==> src/vaca_map.vh <==
// opcode, field and timing constants for the vector compare/average unit
`ifndef VACA_MAP_VH
`define VACA_MAP_VH
`define VACA_MAJOR_OP 6'hA
`define VACA_MAJOR_MSB 31
`define VACA_MAJOR_LSB 26
`define VACA_RD_MSB 25
`define VACA_RD_LSB 21
`define VACA_RA_MSB 20
`define VACA_RA_LSB 16
`define VACA_RB_MSB 15
`define VACA_RB_LSB 11
`define VACA_MINOR_MSB 7
`define VACA_MINOR_LSB 0
`define VACA_OP_BGT 8'h24
`define VACA_OP_HGT 8'h25
`define VACA_OP_BLE 8'h26
`define VACA_OP_HLE 8'h27
`define VACA_OP_BLT 8'h28
`define VACA_OP_HLT 8'h29
`define VACA_OP_BNE 8'h2A
`define VACA_OP_HNE 8'h2B
`define VACA_OP_BAVG 8'h39
`define VACA_OP_HAVG 8'h3A
`define VACA_FLAG_RST 1'h0
`define VACA_RES_RST 64'h0000000000000000
`define VACA_LATENCY 1
`endif

==> src/vaca_lanes.v <==
// per-lane compare and average for one lane width
`timescale 1ns/100ps
module vaca_lanes
#(
  parameter LANE_W = 8,
  parameter DATA_W = 64
)
(
  input wire [DATA_W-1:0] src_a,
  input wire [DATA_W-1:0] src_b,
  output wire [DATA_W/LANE_W-1:0] lane_gt,
  output wire [DATA_W/LANE_W-1:0] lane_lt,
  output wire [DATA_W/LANE_W-1:0] lane_ne,
  output wire [DATA_W-1:0] lane_avg
);
  genvar i;
  generate
    for (i = 0; i < DATA_W/LANE_W; i = i + 1)
    begin : g_lane
      wire [LANE_W-1:0] a_l;
      wire [LANE_W-1:0] b_l;
      wire [LANE_W:0] sum_l;
      assign a_l = src_a[i*LANE_W +: LANE_W];
      assign b_l = src_b[i*LANE_W +: LANE_W];
      // unsigned lanes [RULE14]
      assign lane_gt[i] = a_l > b_l;
      assign lane_lt[i] = a_l < b_l;
      assign lane_ne[i] = a_l != b_l;
      // one extra bit keeps the carry before the shift [RULE14]
      assign sum_l = {1'h0, a_l} + {1'h0, b_l};
      assign lane_avg[i*LANE_W +: LANE_W] = sum_l[LANE_W:1];
    end
  endgenerate
endmodule

==> src/vaca_unit.v <==
// vector any-compare and average execution unit
// Contract
// [RULE1] decode major 0xA, register fields, reserved bits, 8-bit minor
// [RULE2] byte any-greater sets flag if some byte of first exceeds second
// [RULE3] any-compare writes the flag into all 64 result bits
// [RULE4] minor 0x25: half-word any-greater
// [RULE5] minor 0x26: byte any-less-or-equal, all eight lanes ORed
// [RULE6] minor 0x27: half-word any-less-or-equal
// [RULE7] minor 0x28: byte any-less-than over all eight lanes
// [RULE8] minor 0x29: half-word any-less-than
// [RULE9] minor 0x2A: byte any-differ
// [RULE10] minor 0x2B: half-word any-differ
// [RULE11] minor 0x39: byte mean, lane sum shifted right one
// [RULE12] minor 0x3A: half-word mean
// [RULE13] half-word mean lanes written to destination
// [RULE14] sums one bit wider; compares unsigned
// [RULE15] no exceptions; 64-bit only
`timescale 1ns/100ps
`include "vaca_map.vh"
module vaca_unit
(
  input wire clk_sys,
  input wire rst_n,
  input wire issue_valid,
  input wire [31:0] insn_word,
  input wire [63:0] first_source_operand,
  input wire [63:0] second_source_operand,
  output reg result_valid_q,
  output reg [63:0] result_q,
  output reg [4:0] dest_reg_q,
  output reg flag_we_q,
  output reg compare_flag_q,
  output wire insn_accept
);
  wire [7:0] b_gt;
  wire [7:0] b_lt;
  wire [7:0] b_ne;
  wire [63:0] b_avg;
  wire [3:0] h_gt;
  wire [3:0] h_lt;
  wire [3:0] h_ne;
  wire [63:0] h_avg;
  wire [5:0] major;
  wire [7:0] minor;
  wire [4:0] dest_field;
  wire major_hit;
  wire any_bgt;
  wire any_hgt;
  wire any_ble;
  wire any_hle;
  wire any_blt;
  wire any_hlt;
  wire any_bne;
  wire any_hne;
  reg hit;
  reg is_cmp;
  reg flag_d;
  reg [63:0] res_d;
  reg valid_d;
  reg flag_we_d;
  reg [4:0] dest_d;
  reg [63:0] result_d;
  reg compare_flag_d;

  vaca_lanes #(.LANE_W(8), .DATA_W(64)) u_byte
  (
    .src_a(first_source_operand),
    .src_b(second_source_operand),
    .lane_gt(b_gt),
    .lane_lt(b_lt),
    .lane_ne(b_ne),
    .lane_avg(b_avg)
  );

  vaca_lanes #(.LANE_W(16), .DATA_W(64)) u_half
  (
    .src_a(first_source_operand),
    .src_b(second_source_operand),
    .lane_gt(h_gt),
    .lane_lt(h_lt),
    .lane_ne(h_ne),
    .lane_avg(h_avg)
  );

  // reserved bits 10:8 are ignored [RULE1]
  assign major = insn_word[`VACA_MAJOR_MSB:`VACA_MAJOR_LSB];
  assign minor = insn_word[`VACA_MINOR_MSB:`VACA_MINOR_LSB];
  assign dest_field = insn_word[`VACA_RD_MSB:`VACA_RD_LSB];
  assign major_hit = (major == `VACA_MAJOR_OP); // [RULE1]
  // the unit never stalls and raises no exception [RULE15]
  assign insn_accept = issue_valid && hit;

  // le is the lane-wise complement of gt, so no separate le lanes
  assign any_bgt = |b_gt; // [RULE2]
  assign any_hgt = |h_gt; // [RULE4]
  assign any_ble = |(~b_gt); // [RULE5]
  assign any_hle = |(~h_gt); // [RULE6]
  assign any_blt = |b_lt; // [RULE7]
  assign any_hlt = |h_lt; // [RULE8]
  assign any_bne = |b_ne; // [RULE9]
  assign any_hne = |h_ne; // [RULE10]

  always @*
  begin
    hit = 1'h0;
    is_cmp = 1'h0;
    flag_d = 1'h0;
    res_d = `VACA_RES_RST;
    if (major_hit)
    begin
      case (minor)
        `VACA_OP_BGT:
        begin
          hit = 1'h1;
          is_cmp = 1'h1;
          flag_d = any_bgt; // [RULE2]
        end
        `VACA_OP_HGT:
        begin
          hit = 1'h1;
          is_cmp = 1'h1;
          flag_d = any_hgt; // [RULE4]
        end
        `VACA_OP_BLE:
        begin
          hit = 1'h1;
          is_cmp = 1'h1;
          flag_d = any_ble; // [RULE5]
        end
        `VACA_OP_HLE:
        begin
          hit = 1'h1;
          is_cmp = 1'h1;
          flag_d = any_hle; // [RULE6]
        end
        `VACA_OP_BLT:
        begin
          hit = 1'h1;
          is_cmp = 1'h1;
          flag_d = any_blt; // [RULE7]
        end
        `VACA_OP_HLT:
        begin
          hit = 1'h1;
          is_cmp = 1'h1;
          flag_d = any_hlt; // [RULE8]
        end
        `VACA_OP_BNE:
        begin
          hit = 1'h1;
          is_cmp = 1'h1;
          flag_d = any_bne; // [RULE9]
        end
        `VACA_OP_HNE:
        begin
          hit = 1'h1;
          is_cmp = 1'h1;
          flag_d = any_hne; // [RULE10]
        end
        `VACA_OP_BAVG:
        begin
          hit = 1'h1;
          res_d = b_avg; // [RULE11]
        end
        `VACA_OP_HAVG:
        begin
          hit = 1'h1;
          res_d = h_avg; // [RULE12] [RULE13]
        end
        default:
        begin
          hit = 1'h0;
        end
      endcase
      if (is_cmp)
        res_d = {64{flag_d}}; // [RULE3]
    end
  end

  // result and destination hold until the next accepted instruction, the flag until the next accepted compare
  always @*
  begin
    valid_d = insn_accept;
    flag_we_d = insn_accept && is_cmp;
    dest_d = dest_reg_q;
    result_d = result_q;
    compare_flag_d = compare_flag_q;
    if (insn_accept)
    begin
      dest_d = dest_field;
      result_d = res_d;
    end
    // mean and foreign instructions leave the flag alone
    if (flag_we_d)
      compare_flag_d = flag_d;
  end

  always @(posedge clk_sys or negedge rst_n)
  begin
    if (!rst_n)
      result_valid_q <= 1'h0;
    else
      result_valid_q <= valid_d;
  end

  always @(posedge clk_sys or negedge rst_n)
  begin
    if (!rst_n)
      flag_we_q <= 1'h0;
    else
      flag_we_q <= flag_we_d;
  end

  always @(posedge clk_sys or negedge rst_n)
  begin
    if (!rst_n)
      dest_reg_q <= 5'h00;
    else
      dest_reg_q <= dest_d;
  end

  always @(posedge clk_sys or negedge rst_n)
  begin
    if (!rst_n)
      result_q <= `VACA_RES_RST;
    else
      result_q <= result_d;
  end

  always @(posedge clk_sys or negedge rst_n)
  begin
    if (!rst_n)
      compare_flag_q <= `VACA_FLAG_RST;
    else
      compare_flag_q <= compare_flag_d;
  end
endmodule

==> config.mk <==
export PLATFORM = sky130hd
export DESIGN_NAME = vaca_unit
export DESIGN_NICKNAME = d
export VERILOG_FILES = /design/src/vaca_lanes.v /design/src/vaca_unit.v
export VERILOG_INCLUDE_DIRS = /design/src /design/src/src
export SDC_FILE = /design/constraint.sdc
export NUM_CORES = 1
export LEC_CHECK = 0
export BUFFER_PORTS_ARGS = -buffer_cell sky130_fd_sc_hd__buf_2
export CAP_MARGIN = 25
export CELL_PAD_IN_SITES_DETAIL_PLACEMENT = 1
export CELL_PAD_IN_SITES_GLOBAL_PLACEMENT = 2
export CORE_ASPECT_RATIO = 0.6
export CORE_MARGIN = 3
export CORE_UTILIZATION = 33
export DETAILED_ROUTE_END_ITERATION = 8
export PLACE_DENSITY = 0.95
export SYNTH_ARGS = -nofsm -noshare
export SYNTH_HDL_FRONTEND = slang
export SYNTH_SLANG_ARGS = --single-unit
==> constraint.sdc <==
create_clock -name clk_sys -period 6.24 [get_ports clk_sys]
set_input_delay 0.312 -clock clk_sys [delete_from_list [all_inputs] [get_ports clk_sys]]
set_output_delay 0.312 -clock clk_sys [all_outputs]
set_load 0.005 [all_outputs]
==> flow_metrics.tcl <==
set metrics [dict create \
    outcome "complete, no violations" \
    synth_top_area_share_pct 20.39 \
    critPathKind "input pin to register" \
    slew_violations 0 \
    cts_tree "built" \
    gp_congestion 0.9000 \
    crit_end "result_q[49]" \
    start_util_pct 34.26 \
    relSlewSlack_pct 35.94 \
    cts_inserted_buffers 9 \
    reg2reg_setup_slack_ps 5440 \
    clock_latency_ps 360 \
    internal_power_mw 0.9729 \
    r2r-start "result_q[8]" \
    slowest_stage "or4b_1" \
    drt-total-wl_um 35580 \
    ys.warnings.count 0 \
    ir_drop_mv 0.1019 \
    synthDistinctLibCells 76 \
    postSynth.asyncResetShare_pct 100.0 \
    die_area_um2 28840 \
    rsz0062_at_grt "false" \
    synthFlopType "dfrtp_1" \
    first_iter_violations 684 \
    die_y_um 132.8 \
    yosys.area.top_type "dfrtp_1" \
    synth_nets 1452 \
    rows 45 \
    clock_skew_ps 0 \
    synth_area_um2 8836 \
    worst_pin_slew_ps 948.5 \
    hold_violations 0 \
    crit_required_ps 6440 \
    syn_to_final_growth_pct 19.17 \
    whs_ps 149.0 \
    synth_seq_area_share_pct 20.39 \
    stdcell_count 1696 \
    synth.avg_cell_area_um2 7.690 \
    r2r-end "result_q[8]" \
    dpl_worst_slack_ps 2009 \
    worst_path_most_repeated_cell "a31oi_1" \
    ys_seq_elements 72 \
    firstDrtPassIters 5 \
    cp.depth 13 \
    combPwrFrac_pct 36.7 \
    end_kind "register" \
    grt_pass1_vias 9812 \
    fin_util_pct 40.83 \
    path_buf_inv 3 \
    top_usage_layer "met2" \
    die_x_um 217.3 \
    clockBufferDepth 2 \
    hold_class "input pin to register" \
    crit_fanout 18 \
    hpwlAfterDp_um 27690 \
    drtAntennaViolNets 0 \
    fin_crit_ps 3895 \
    pwr-share-clk_pct 32.6 \
    place_area_um2 10250 \
    drive_above_1_share_pct 22.56 \
    seqPwrFrac_pct 30.7 \
    grt_pass1_wl_um 55640 \
    cts_setup_buffers 0 \
    io_buffers 222 \
    ios 236 \
    period_share_pct 62.42 \
    powerDensity_nw_per_um2 147.9 \
    synth_edf_count 0 \
    dp.cells 1678 \
    grt_max_degree 55 \
    met3_usage_pct 5.876 \
    drt-vias-per-instance 5.565 \
    grt_use_total_pct 24.40 \
    final_area_um2 10530 \
    finalSetupViolations 0 \
    worstPathCellList "buf_2 > inv_1 > ha_1 > nand4_2 > or4b_1 > nor3_1 > a31oi_1 > nor4_1 > a21oi_1 > a311o_2 > a21oi_4 > buf_4 > a31oi_1" \
    crit_start "second_source_operand[47]" \
    dr_total_vias 9438 \
    grt-ovfl-total 0 \
    p_switching_mw 0.5840 \
    maxCapViolCount 0 \
    root_buffer "clkbuf_16" \
    wire_per_inst_um 20.98 \
    post-route-drc-count 0 \
    crit_arrival_ps 4100 \
    cts.sinks 72 \
    layout.nets 1641 \
    p_sw_share_pct 37.51 \
    htreeDepth 3 \
    antenna_found_initial 3 \
    syn_inst 1149 \
    total_power_mw 1.557 \
    cp-start-kind "input pin" \
    clk_pin_slew_worst_paths_ps 60 \
    synth_area_leaders "dfrtp_1, ha_1, a21oi_1, nor2_1, inv_1" \
    use_met2_pct 36.80 \
    totalNegativeSetupSlack_ps 0 \
    reg2reg_depth 2 \
    fmax_ghz 0.2568 \
    core_um2 25790 \
    p_leak_nw 5.306 \
    critPathTopFamily "simple AND/OR/NAND/NOR gates" \
    crit_path_max_incr_delay_ps 660 \
    fin_ws_ps 2345 \
    met1_usage_pct 35.22 \
]
-- tightest hold or removal path: cells and delay by family --
family	cells	cell delay [ps]
buf+inv	1	70
simple gates	2	90
-- power by group through the flow --
stage | clock network (mW) | registers, mW | logic [mW]
after global routing | 0.538 | 0.478 | 0.640
after CTS | 0.522 | 0.477 | 0.566
after floorplan | 0 | 0.486 | 0.359
after detailed placement | 0 | 0.486 | 0.562
after global placement | 0 | 0.486 | 0.538
final | 0.508 | 0.477 | 0.571
-- sequential cells by signal (all words and copies together) (netlist names) --
| register | count |
|---|---|
| result_q | 64 |
| dest_reg_q | 5 |
| compare_flag_q | 1 |
| flag_we_q | 1 |
| result_valid_q | 1 |
-- worst min path at each step --
| stage | start | endpoint | slack, ps | depth (start not counted) |
|---|---|---|---|---|
| after detailed placement | rst_n | compare_flag_q | 300 | 1 |
| after floorplan | rst_n | compare_flag_q | 20 | 0 |
| after global placement | dest_reg_q[2] | dest_reg_q[2] | 450 | 2 |
| after global routing | insn_word[23] | dest_reg_q[2] | 170 | 3 |
| after CTS | insn_word[23] | dest_reg_q[2] | 140 | 3 |
| final | insn_word[23] | dest_reg_q[2] | 150 | 3 |
-- timing repair --
| item | 4_1_cts | 5_1_grt |
|---|---|---|
| resized for setup | 0 | 0 |
| hold endpoints to repair | 30 | 0 |
| hold buffers | 1 | 0 |
-- routing by layer --
| layer | vias up | share of wire, % | routed length, um |
|---|---|---|---|
| li1 | 4460 | - | - |
| met1 | 4623 | 49 | 17450 |
| met2 | 306 | 42 | 14960 |
| met3 | 45 | 7.0 | 2503 |
| met4 | 4 | 1.8 | 644 |
| met5 | - | 0.053 | 19 |
-- cell usage in the layout, fill, tap and decap left out, types with 7 or more instances in the layout --
cell type / netlist / routed
a211oi_1: 10 / 10
a21o_1: 9 / 9
a21oi_1: 136 / 135
a21oi_2: 7 / 8
a221oi_1: 13 / 13
a31oi_1: 19 / 19
buf_2: 13 / 221
buf_4: 5 / 11
clkbuf_16: 0 / 9
dfrtp_1: 72 / 72
fa_1: 8 / 8
ha_1: 132 / 132
inv_1: 109 / 108
nand2_1: 89 / 89
nand2b_1: 27 / 27
nand3_1: 12 / 12
nand4_1: 17 / 17
nor2_1: 128 / 128
nor2b_1: 16 / 16
nor3_1: 16 / 14
nor4_1: 7 / 7
o211ai_1: 10 / 10
o21ai_0: 65 / 65
o21ai_2: 11 / 11
o21bai_1: 16 / 16
o31ai_1: 8 / 8
o31ai_2: 7 / 7
o41ai_1: 10 / 10
or2_2: 7 / 7
or3_1: 10 / 10
xnor2_1: 18 / 18
xor2_1: 11 / 11
-- final cells by class --
class	instances	area, um^2
timing repair buffer	234	1226
antenna	1	2.502
fill	3257	15260
clock inverter	4	20.02
inverter	109	410.4
tap	352	440.4
clock buffer	12	246.5
multi-input combinational	912	6382
sequential	72	1802
-- Yosys cell counts (all sizes together), types with 11 or more instances --
library cell	count
a21oi	144
xor2	11
nor2	128
ha	132
a211oi	16
a221oi	13
nand2	89
inv	109
nor2b	16
o31ai	15
nand2b	28
o21ai	78
nand3	13
dfrtp	72
nand4	19
a31oi	19
clkbuf	31
o21bai	16
buf	25
nor3	16
xnor2	18
-- logic make-up (layout without fill, tap and decap cells) --
group,after synthesis,in the layout,synth area share [%]
AND/OR/NAND/NOR,360,360,19.71
multiplexers,4,4,0.4673
buffers and inverters,165,359,7.661
XOR/XNOR,29,29,2.874
other,0,1,0
adder cells (fa/ha/maj),140,140,20.50
flip-flops,72,72,20.39
AO/OA/AOI/OAI,379,379,28.39
(Power assumes the default switching activity.)
